==> config.mk <==
export PLATFORM = sky130hd
export DESIGN_NAME = irq_prio_ctrl
export DESIGN_NICKNAME = d
export VERILOG_FILES = /design/src/irq_prio_pkg.sv /design/src/irq_arbiter.sv /design/src/in_service_tracker.sv /design/src/irq_prio_ctrl.sv
export SDC_FILE = /design/constraint.sdc
export NUM_CORES = 1
export LEC_CHECK = 0
export ABC_CLOCK_PERIOD_IN_PS = 2000
export BUFFER_PORTS_ARGS = -buffer_cell sky130_fd_sc_hd__buf_2
export CAP_MARGIN = 20
export CORE_ASPECT_RATIO = 1.1
export CORE_MARGIN = 1.5
export CORE_UTILIZATION = 42
export CTS_CLUSTER_DIAMETER = 80
export DETAILED_ROUTE_END_ITERATION = 8
export PLACE_DENSITY = 0.8
export REMOVE_ABC_BUFFERS = 1
export SKIP_CTS_REPAIR_TIMING = 1
export SLEW_MARGIN = 20
export SYNTH_ARGS = -nofsm -noshare
export SYNTH_HDL_FRONTEND = slang
export SYNTH_SLANG_ARGS = --single-unit
==> constraint.sdc <==
create_clock -name mclk_i -period 2 [get_ports mclk_i]
set_clock_uncertainty 0.1 [all_clocks]
set_input_delay 0 -clock mclk_i [delete_from_list [all_inputs] [get_ports mclk_i]]
set_output_delay 0 -clock mclk_i [all_outputs]
set_load 0.05 [all_outputs]
==> src/irq_prio_pkg.sv <==
// Register map, field positions and carrier types of the interrupt priority block
package irq_prio_pkg;

	// Source count and index width
	localparam int unsigned NUM_SRC      = 10;
	localparam int unsigned NUM_CORE_SRC = 7;
	localparam int unsigned SRC_IDX_W    = 4;

	// Special-function addresses
	localparam logic [7:0] CORE_PRIO_ADDR = 8'hb8;
	localparam logic [7:0] EXT_EN_ADDR    = 8'he6;
	localparam logic [7:0] EXT_PRIO_ADDR  = 8'hf6;

	// Reset values and the read value of unmapped addresses
	localparam logic [7:0] CORE_PRIO_RESET = 8'h80;
	localparam logic [7:0] EXT_EN_RESET    = 8'h00;
	localparam logic [7:0] EXT_PRIO_RESET  = 8'h00;
	localparam logic [7:0] UNMAPPED_READ   = 8'h00;

	// Core priority register fields
	localparam int unsigned EXT_EDGE0_BIT       = 0;
	localparam int unsigned TIMER2_BIT          = 1;
	localparam int unsigned TEMP_DEMOD_BIT      = 2;
	localparam int unsigned TICK_BIT            = 3;
	localparam int unsigned SERIALIZER_BIT      = 4;
	localparam int unsigned TIMER3_BIT          = 5;
	localparam int unsigned EXT_EDGE1_BIT       = 6;
	localparam int unsigned CORE_PRIO_FIXED_BIT = 7;

	// Extended enable and priority register fields
	localparam int unsigned FREQ_CNT_BIT  = 2;
	localparam int unsigned SOFT_SRC0_BIT = 3;
	localparam int unsigned SOFT_SRC1_BIT = 4;
	localparam int unsigned EXT_FIELD_LSB = 2;
	localparam int unsigned EXT_FIELD_W   = 3;

	// Source indices, in fixed resolution order
	localparam int unsigned SRC_EXT_EDGE0  = 0;
	localparam int unsigned SRC_TIMER2     = 1;
	localparam int unsigned SRC_TEMP_DEMOD = 2;
	localparam int unsigned SRC_TICK       = 3;
	localparam int unsigned SRC_SERIALIZER = 4;
	localparam int unsigned SRC_TIMER3     = 5;
	localparam int unsigned SRC_EXT_EDGE1  = 6;
	localparam int unsigned SRC_FREQ_CNT   = 7;
	localparam int unsigned SRC_SOFT0      = 8;
	localparam int unsigned SRC_SOFT1      = 9;

	// Vector layout: two reserved slots sit between the core and extended sources
	localparam logic [15:0] VECTOR_BASE = 16'h0003;
	localparam logic [15:0] VECTOR_STEP = 16'h0008;
	localparam logic [15:0] ORDER_GAP   = 16'h0002;

	typedef struct packed {
		logic [7:0] addr;
		logic [7:0] wdata;
		logic       wr;
		logic       rd;
	} sfr_req_t;

	typedef struct packed {
		logic [7:0] addr;
		logic       wdata;
		logic       wr;
		logic       rd;
	} sfr_bit_req_t;

	typedef struct packed {
		logic                 valid;
		logic                 high;
		logic [SRC_IDX_W-1:0] src;
		logic [15:0]          vector;
	} irq_req_t;

	typedef struct packed {
		logic hi_active;
		logic lo_active;
	} in_service_t;

endpackage

==> src/irq_arbiter.sv <==
// Fixed-order two-level arbiter over the enabled pending sources
`timescale 1ns/10ps
module irq_arbiter #(
	parameter int unsigned NUM_SRC = irq_prio_pkg::NUM_SRC
)
(
	input  wire logic [NUM_SRC-1:0]                 req_i,
	input  wire logic [NUM_SRC-1:0]                 high_i,
	input  wire irq_prio_pkg::in_service_t          busy_i,
	output logic                                    grant_o,
	output logic                                    grant_high_o,
	output logic [irq_prio_pkg::SRC_IDX_W-1:0]      grant_src_o
);

	logic [NUM_SRC-1:0] hi_req;
	logic [NUM_SRC-1:0] lo_req;
	logic               hi_ok;
	logic               lo_ok;

	// Lowest index wins; scanning downward lets the last hit be the lowest
	function automatic logic [irq_prio_pkg::SRC_IDX_W-1:0] first_set(
		input logic [NUM_SRC-1:0] v
	);
		logic [irq_prio_pkg::SRC_IDX_W-1:0] idx;
		idx = '0;
		for (int i = NUM_SRC - 1; i >= 0; i--)
		begin
			if (v[i])
			begin
				idx = irq_prio_pkg::SRC_IDX_W'(i);
			end
		end
		return idx;
	endfunction

	for (genvar i = 0; i < NUM_SRC; i++)
	begin : g_split
		assign hi_req[i] = req_i[i] & high_i[i];
		assign lo_req[i] = req_i[i] & ~high_i[i];
	end

	// High may preempt a low handler; low waits for both levels idle
	assign hi_ok        = (|hi_req) & ~busy_i.hi_active;
	assign lo_ok        = (|lo_req) & ~busy_i.hi_active & ~busy_i.lo_active;
	assign grant_o      = hi_ok | lo_ok;
	assign grant_high_o = hi_ok;
	assign grant_src_o  = hi_ok ? first_set(hi_req) : first_set(lo_req);

endmodule

==> src/in_service_tracker.sv <==
// Tracks which priority levels have a handler in progress
`timescale 1ns/10ps
module in_service_tracker (
	input  wire logic                      mclk_i,
	input  wire logic                      rst_b_i,
	input  wire logic                      ack_i,
	input  wire logic                      ack_high_i,
	input  wire logic                      reti_i,
	output irq_prio_pkg::in_service_t      busy_o
);

	irq_prio_pkg::in_service_t state_q;
	irq_prio_pkg::in_service_t state_d;

	always_comb
	begin
		state_d = state_q;
		// A return closes the innermost handler, which is the high one if any
		if (reti_i)
		begin
			if (state_q.hi_active)
			begin
				state_d.hi_active = 1'b0;
			end
			else
			begin
				state_d.lo_active = 1'b0;
			end
		end
		if (ack_i)
		begin
			if (ack_high_i)
			begin
				state_d.hi_active = 1'b1;
			end
			else
			begin
				state_d.lo_active = 1'b1;
			end
		end
	end

	always_ff @(posedge mclk_i or negedge rst_b_i)
	begin
		if (!rst_b_i)
		begin
			state_q <= '0;
		end
		else
		begin
			state_q <= state_d;
		end
	end

	assign busy_o = state_q;

endmodule

==> src/irq_prio_ctrl.sv <==
// Interrupt priority and extended enable registers with request resolution
`timescale 1ns/10ps
module irq_prio_ctrl #(
	parameter int unsigned NUM_SRC      = irq_prio_pkg::NUM_SRC,
	parameter int unsigned NUM_CORE_SRC = irq_prio_pkg::NUM_CORE_SRC
)
(
	input  wire logic                         mclk_i,
	input  wire logic                         rst_b_i,
	input  wire irq_prio_pkg::sfr_req_t       sfr_i,
	input  wire irq_prio_pkg::sfr_bit_req_t   sfr_bit_i,
	input  wire logic                         global_irq_enable_i,
	input  wire logic [NUM_CORE_SRC-1:0]      core_irq_enable_i,
	input  wire logic [NUM_CORE_SRC-1:0]      core_pending_i,
	input  wire logic                         freq_counter_pending_i,
	input  wire logic                         soft_flag_wr_i,
	input  wire logic [1:0]                   soft_flag_wdata_i,
	input  wire logic                         irq_ack_i,
	input  wire logic                         irq_reti_i,
	output logic [7:0]                        sfr_rdata_o,
	output logic                              sfr_bit_rdata_o,
	output irq_prio_pkg::irq_req_t            irq_o,
	output logic [7:0]                        core_interrupt_priority_o,
	output logic [7:0]                        extended_interrupt_enable_o,
	output logic [7:0]                        extended_interrupt_priority_o,
	output logic [1:0]                        soft_src_pending_o,
	output irq_prio_pkg::in_service_t         in_service_o
);

	typedef struct packed {
		logic [NUM_CORE_SRC-1:0]              core_prio;
		logic [irq_prio_pkg::EXT_FIELD_W-1:0] ext_en;
		logic [irq_prio_pkg::EXT_FIELD_W-1:0] ext_prio;
		logic [1:0]                           soft_pend;
		logic [7:0]                           rdata;
		logic                                 bit_rdata;
		irq_prio_pkg::irq_req_t               irq;
	} ctrl_state_t;

	ctrl_state_t state_q;
	ctrl_state_t state_d;

	logic [7:0]                           core_prio_view;
	logic [7:0]                           ext_en_view;
	logic [7:0]                           ext_prio_view;
	logic [NUM_SRC-1:0]                   src_pending;
	logic [NUM_SRC-1:0]                   src_enable;
	logic [NUM_SRC-1:0]                   src_high;
	logic [NUM_SRC-1:0]                   src_req;
	logic                                 grant;
	logic                                 grant_high;
	logic [irq_prio_pkg::SRC_IDX_W-1:0]   grant_src;
	irq_prio_pkg::in_service_t            busy;
	logic                                 bit_hits_core;
	logic [2:0]                           bit_idx;

	// Vector address of a source; the extended sources skip the reserved slots
	function automatic logic [15:0] vector_of(
		input logic [irq_prio_pkg::SRC_IDX_W-1:0] src
	);
		logic [15:0] order;
		order = {12'h000, src};
		if (src >= irq_prio_pkg::SRC_IDX_W'(NUM_CORE_SRC))
		begin
			order = order + irq_prio_pkg::ORDER_GAP;
		end
		return irq_prio_pkg::VECTOR_BASE + 16'(order * irq_prio_pkg::VECTOR_STEP);
	endfunction

	// Byte image of a register as software sees it
	function automatic logic [7:0] ext_view(
		input logic [irq_prio_pkg::EXT_FIELD_W-1:0] field
	);
		logic [7:0] v;
		v = 8'h00;
		v[irq_prio_pkg::EXT_FIELD_LSB +: irq_prio_pkg::EXT_FIELD_W] = field;
		return v;
	endfunction

	// Bit 7 is not stored; it is forced to one on every read
	assign core_prio_view = {1'b1, state_q.core_prio};
	assign ext_en_view    = ext_view(state_q.ext_en);
	assign ext_prio_view  = ext_view(state_q.ext_prio);

	// Source vectors in fixed resolution order
	always_comb
	begin
		src_pending = '0;
		src_enable  = '0;
		src_high    = '0;
		src_pending[NUM_CORE_SRC-1:0] = core_pending_i;
		src_enable[NUM_CORE_SRC-1:0]  = core_irq_enable_i;
		src_high[irq_prio_pkg::SRC_EXT_EDGE0]  =
			core_prio_view[irq_prio_pkg::EXT_EDGE0_BIT];
		src_high[irq_prio_pkg::SRC_TIMER2]     =
			core_prio_view[irq_prio_pkg::TIMER2_BIT];
		src_high[irq_prio_pkg::SRC_TEMP_DEMOD] =
			core_prio_view[irq_prio_pkg::TEMP_DEMOD_BIT];
		src_high[irq_prio_pkg::SRC_TICK]       =
			core_prio_view[irq_prio_pkg::TICK_BIT];
		src_high[irq_prio_pkg::SRC_SERIALIZER] =
			core_prio_view[irq_prio_pkg::SERIALIZER_BIT];
		src_high[irq_prio_pkg::SRC_TIMER3]     =
			core_prio_view[irq_prio_pkg::TIMER3_BIT];
		src_high[irq_prio_pkg::SRC_EXT_EDGE1]  =
			core_prio_view[irq_prio_pkg::EXT_EDGE1_BIT];

		src_pending[irq_prio_pkg::SRC_FREQ_CNT] = freq_counter_pending_i;
		src_pending[irq_prio_pkg::SRC_SOFT0]    = state_q.soft_pend[0];
		src_pending[irq_prio_pkg::SRC_SOFT1]    = state_q.soft_pend[1];
		src_enable[irq_prio_pkg::SRC_FREQ_CNT]  =
			ext_en_view[irq_prio_pkg::FREQ_CNT_BIT];
		src_enable[irq_prio_pkg::SRC_SOFT0]     =
			ext_en_view[irq_prio_pkg::SOFT_SRC0_BIT];
		src_enable[irq_prio_pkg::SRC_SOFT1]     =
			ext_en_view[irq_prio_pkg::SOFT_SRC1_BIT];
		src_high[irq_prio_pkg::SRC_FREQ_CNT]    =
			ext_prio_view[irq_prio_pkg::FREQ_CNT_BIT];
		src_high[irq_prio_pkg::SRC_SOFT0]       =
			ext_prio_view[irq_prio_pkg::SOFT_SRC0_BIT];
		src_high[irq_prio_pkg::SRC_SOFT1]       =
			ext_prio_view[irq_prio_pkg::SOFT_SRC1_BIT];
	end

	// The global enable overrides every individual mask
	for (genvar i = 0; i < NUM_SRC; i++)
	begin : g_gate
		assign src_req[i] = src_pending[i] & src_enable[i] & global_irq_enable_i;
	end

	irq_arbiter #(
		.NUM_SRC (NUM_SRC)
	) u_arbiter (
		.req_i        (src_req),
		.high_i       (src_high),
		.busy_i       (busy),
		.grant_o      (grant),
		.grant_high_o (grant_high),
		.grant_src_o  (grant_src)
	);

	// The acknowledged request is the registered one the core saw
	in_service_tracker u_tracker (
		.mclk_i     (mclk_i),
		.rst_b_i    (rst_b_i),
		.ack_i      (irq_ack_i & state_q.irq.valid),
		.ack_high_i (state_q.irq.high),
		.reti_i     (irq_reti_i),
		.busy_o     (busy)
	);

	assign bit_hits_core = (sfr_bit_i.addr[7:3] == irq_prio_pkg::CORE_PRIO_ADDR[7:3]);
	assign bit_idx       = sfr_bit_i.addr[2:0];

	always_comb
	begin
		state_d = state_q;

		// Byte writes; a byte write and a bit write never share a cycle on the core bus
		if (sfr_i.wr)
		begin
			if (sfr_i.addr == irq_prio_pkg::CORE_PRIO_ADDR)
			begin
				state_d.core_prio = sfr_i.wdata[NUM_CORE_SRC-1:0];
			end
			else if (sfr_i.addr == irq_prio_pkg::EXT_EN_ADDR)
			begin
				// Bits 1:0 are not stored; software leaves them zero
				state_d.ext_en = sfr_i.wdata[irq_prio_pkg::EXT_FIELD_LSB +:
					irq_prio_pkg::EXT_FIELD_W];
			end
			else if (sfr_i.addr == irq_prio_pkg::EXT_PRIO_ADDR)
			begin
				state_d.ext_prio = sfr_i.wdata[irq_prio_pkg::EXT_FIELD_LSB +:
					irq_prio_pkg::EXT_FIELD_W];
			end
		end
		else if (sfr_bit_i.wr && bit_hits_core)
		begin
			// Single-bit write; the fixed top bit swallows it
			if (bit_idx != 3'(irq_prio_pkg::CORE_PRIO_FIXED_BIT))
			begin
				state_d.core_prio[bit_idx] = sfr_bit_i.wdata;
			end
		end

		// Only a software write sets these flags; a software write or reset clears them
		if (soft_flag_wr_i)
		begin
			state_d.soft_pend = soft_flag_wdata_i;
		end

		// Registered byte read; unmapped addresses return zero
		if (sfr_i.rd)
		begin
			if (sfr_i.addr == irq_prio_pkg::CORE_PRIO_ADDR)
			begin
				state_d.rdata = core_prio_view;
			end
			else if (sfr_i.addr == irq_prio_pkg::EXT_EN_ADDR)
			begin
				state_d.rdata = ext_en_view;
			end
			else if (sfr_i.addr == irq_prio_pkg::EXT_PRIO_ADDR)
			begin
				state_d.rdata = ext_prio_view;
			end
			else
			begin
				state_d.rdata = irq_prio_pkg::UNMAPPED_READ;
			end
		end

		// Registered single-bit read of the priority register
		if (sfr_bit_i.rd)
		begin
			if (bit_hits_core)
			begin
				state_d.bit_rdata = core_prio_view[bit_idx];
			end
			else
			begin
				state_d.bit_rdata = 1'b0;
			end
		end

		// The request drops for one cycle after an acknowledge so the
		// stale registered grant is never taken twice
		state_d.irq.valid  = grant & ~(irq_ack_i & state_q.irq.valid);
		state_d.irq.high   = grant_high;
		state_d.irq.src    = grant_src;
		state_d.irq.vector = vector_of(grant_src);
	end

	always_ff @(posedge mclk_i or negedge rst_b_i)
	begin
		if (!rst_b_i)
		begin
			state_q           <= '0;
			state_q.core_prio <= irq_prio_pkg::CORE_PRIO_RESET[NUM_CORE_SRC-1:0];
			state_q.ext_en    <= irq_prio_pkg::EXT_EN_RESET[irq_prio_pkg::EXT_FIELD_LSB +:
				irq_prio_pkg::EXT_FIELD_W];
			state_q.ext_prio  <= irq_prio_pkg::EXT_PRIO_RESET[irq_prio_pkg::EXT_FIELD_LSB +:
				irq_prio_pkg::EXT_FIELD_W];
		end
		else
		begin
			state_q <= state_d;
		end
	end

	// Register views below are combinations of flops and constant bits only
	assign sfr_rdata_o                   = state_q.rdata;
	assign sfr_bit_rdata_o               = state_q.bit_rdata;
	assign irq_o                         = state_q.irq;
	assign core_interrupt_priority_o     = core_prio_view;
	assign extended_interrupt_enable_o   = ext_en_view;
	assign extended_interrupt_priority_o = ext_prio_view;
	assign soft_src_pending_o            = state_q.soft_pend;
	assign in_service_o                  = busy;

endmodule

==> flow_metrics.env <==
export IMPL_drc=0
export IMPL_antennaDiodeCount=0
export IMPL_cp_num_buf_inv=0
export IMPL_placedCellCount=413
export IMPL_port_buffers=89
export IMPL_vias=2345
export IMPL_viasPerCell=5.293
export IMPL_yosys_top_cells_area="dfrtp_1 (39%), buf_4 (7.5%), mux2_2 (4.7%)"
export IMPL_crit_chain="nand4b_1 -> nand2_1 -> o221ai_1 -> o32ai_2 -> ha_1 -> mux2i_1 -> a31oi_2"
export IMPL_synthCells=243
export IMPL_grt_max_degree=38
export IMPL_wl_met3_um=413
export IMPL_path_depth=7
export IMPL_met1_length_mm=2.549
export IMPL_cts_tree="done"
export IMPL_layout_drive_gt1_share_pct=42.12
export IMPL_placementRows=28
export IMPL_ir_drop_mv=0.3764
export IMPL_area_growth_pct=37.79
export IMPL_yosysTopAreaCell="dfrtp_1"
export IMPL_cts_root_buf="clkbuf_8"
export IMPL_drt_iter0_markers=110
export IMPL_fin_ws_ns=-0.003294
export IMPL_reg2regPathDepth=7
export IMPL_p_clk_share_pct=30.2
export IMPL_p_comb_share_pct=32.4
export IMPL_worstPathMaxFanout=3
export IMPL_routed_wirelength_mm=6.292
export IMPL_tns_ns=-0.003294
export IMPL_insertion_delay_ns=0.29
export IMPL_critPathLaunchType="flop"
export IMPL_synth_compound_area_share_pct=19.81
export IMPL_numCtsBuffers=5
export IMPL_required_ns=2.06
export IMPL_seq_power_share_pct=37.4
export IMPL_fp_dieW_um=74.89
export IMPL_multiInputGateArea_um2=1319
export IMPL_synth_flop_cell="dfrtp_1"
export IMPL_crit_end="irq_o[5]"
export IMPL_nFillCells=472
export IMPL_synth_avg_cell_area_um2=9.824
export IMPL_post_dp_hpwl_mm=4.667
export IMPL_period_minus_slack_ns=2.003
export IMPL_switchingPower_mw=0.7934
export IMPL_leakage_nw=1.646
export IMPL_core_um2=5430
export IMPL_whs_ns=0.06202
export IMPL_maxSlewViolCount=0
export IMPL_cp_arrival_ns=2.06
export IMPL_finalPower_mw=2.226
export IMPL_io_pins=111
export IMPL_violations="setup timing"
export IMPL_synth_most_common_cell="dfrtp_1"
export IMPL_synth_enable_flop_cells=0
export IMPL_tightest_slew_ns=0.7973
export IMPL_fmax_mhz=499.2
export IMPL_synth_area_mux_share_pct=8.595
export IMPL_grt_pass1_wl_mm=9.335
export IMPL_reg2reg_from="core_interrupt_priority_o[3]"
export IMPL_netlist_area_leader_share_pct=38.78
export IMPL_cpPeakStageDelay_ns=0.39
export IMPL_synth_xor_xnor_area_share_pct=0
export IMPL_nets=420
export IMPL_topRoutingLayerUsed="met4"
export IMPL_pre_cts_ws_ns=0.002271
export IMPL_maxCapViolations=0
export IMPL_rsz0062_at_grt="true"
export IMPL_firstDrtPassIters=4
export IMPL_die_area_um2=6146
export IMPL_post_drt_wl_per_cell_um=14.20
export IMPL_worstSetupEndpointType="flop"
export IMPL_grt_usage_pct=19.89
export IMPL_fin_cells=443
export IMPL_seq_area_um2=927.1
export IMPL_synth_distinct_cells=59
export IMPL_hold_viol_final=0
export IMPL_globalplace_congestion=0.8995
export IMPL_cellPowerDensity_nw_per_um2=676.7
export IMPL_relSlewSlack_pct=46.85
export IMPL_synthAdderAreaFrac_pct=0.5241
export IMPL_regToRegSetupSlack_ns=-0.003
export IMPL_critPathSlowestCell="dfrtp_1"
export IMPL_netlist_top_cells_count="dfrtp_1 (37), buf_4 (24), a21oi_1 (19), o21ai_0 (19)"
export IMPL_setup_violations=1
export IMPL_clock_path_buffers=2
export IMPL_clkSinkCount=37
export IMPL_htree_num_levels=2
export IMPL_dr_wl_met2_mm=3.168
export IMPL_synth_top_family_by_area="simple AND/OR/NAND/NOR gates"
export IMPL_synth_warnings=0
export IMPL_period_share_pct=100.2
export IMPL_yosysSeqAreaShare_pct=38.78
export IMPL_grt_pass1_vias=2090
export IMPL_synth_seq_cells=37
export IMPL_path_clk_slew_ns=0.08
export IMPL_grt_ovfl_total=0
export IMPL_initial_core_util_pct=43.96
export IMPL_antenna_found_initial=0
export IMPL_ant_nets=0
export IMPL_p_int_mw=1.433
export IMPL_criticalPathCategory="flop to flop"
export IMPL_worstReg2RegEnd="irq_o[5]"
export IMPL_crit_start="core_interrupt_priority_o[3]"
export IMPL_synthArstFlopShare_pct=100.0
export IMPL_p_sw_share_pct=35.64
export IMPL_critical_path_top_delay_family="simple AND/OR/NAND/NOR gates"
export IMPL_die_h_um=82.07
export IMPL_hp_class="input pin to flop"
export IMPL_status="finished, violations left"
export IMPL_synth_simple_area_share_pct=21.38
export IMPL_netlist_area_um2=2387
==> registers in the layout, indices dropped and copies added (netlist names) <==
signal and flops:
core_interrupt_priority_o 7, soft_src_pending_o 2, irq_o 11, extended_interrupt_priority_o 3
sfr_rdata_o 8, sfr_bit_rdata_o 1, u_tracker.busy_o 2, extended_interrupt_enable_o 3
==> cell usage in the layout (no fill, tap or decap), types with 2 or more instances in the layout <==
master	synthesis	final
buf_2	1	89
dfrtp_1	37	36
conb_1	2	22
buf_4	24	21
o21ai_0	19	19
a21oi_1	19	18
dlygate4sd3_1	0	17
nor2_1	12	12
nand2_1	12	12
nand4_1	11	11
mux2_2	10	10
inv_1	9	9
mux2i_1	7	7
nand4b_1	6	6
nor3_1	6	6
clkbuf_8	0	6
a31oi_1	4	4
nand3_1	4	4
and4b_1	3	3
nand4_2	2	2
and4_4	2	2
and4b_2	2	2
nand2b_1	2	2
a31oi_2	2	2
nor2b_1	2	2
nor4_1	2	2
o22ai_1	2	2
buf_6	1	2
==> worst register-to-register path, delay by kind of cell (launching register included) <==
kind                       cells  cell delay, ns
muxes                          1            0.19
adders and majority gates      1            0.32
AOI/OAI and AO/OA              3            0.36
and+or+nand+nor                2            0.49
DFF                            1            0.39
==> kinds of logic (layout without fill, tap and decap cells) <==
kind of cell | Yosys count | count (layout)
DFF | 37 | 37
adders and majority gates | 1 | 1
AOI/OAI and AO/OA | 66 | 66
buffers and inverters | 41 | 146
muxes | 18 | 18
other | 2 | 22
and+or+nand+nor | 78 | 78
==> per-layer routing <==
metal	up-vias	track usage, %
li1	1118	-
met3	18	4.663
met2	112	33.98
met5	-	0
met4	0	7.818
met1	1097	23.93
==> power by group through the flow <==
stage / logic [mW] / registers [mW] / clock network (mW)
6_report: 0.720 / 0.833 / 0.673
5_1_grt: 0.770 / 0.840 / 0.708
4_1_cts: 0.668 / 0.832 / 0.679
3_5_place_dp: 0.666 / 0.846 / 0
3_3_place_gp: 0.658 / 0.843 / 0
2_1_floorplan: 0.230 / 1.05 / 0
==> cell type report <==
type                            instances  share of cell area [%]
Clock inverter                          2                   1.141
Inverter                                9                   1.027
Clock buffer                            6                   2.510
Multi-Input combinational cell        185                   40.09
Sequential cell                        37                   28.19
Tap cell                               75                   2.853
Timing Repair Buffer                  129                   24.19
==> per-stage QoR <==
step | instance area, um2 | util (%)
final | 3289 | 60.58
after global routing | 3289 | 60.58
after detailed placement | 2918 | 53.73
after CTS | 3038 | 55.94
after floorplan | 2243 | -
after global placement | 2918 | 53.73
==> worst min-delay path by stage <==
stage | from | cells past startpoint | to | slack (ns)
after CTS | rst_b_i | 1 | sfr_rdata_o[0] | -0.28
after global routing | sfr_i[1] | 3 | core_interrupt_priority_o[5] | 0.09
after floorplan | rst_b_i | 0 | core_interrupt_priority_o[0] | -0.40
final | sfr_bit_i[5] | 4 | core_interrupt_priority_o[0] | 0.06
after detailed placement | rst_b_i | 1 | u_tracker.busy_o[0] | 0.04
after global placement | rst_b_i | 1 | u_tracker.busy_o[1] | 0.02
Note: power is estimated with default switching activity, not from simulation.
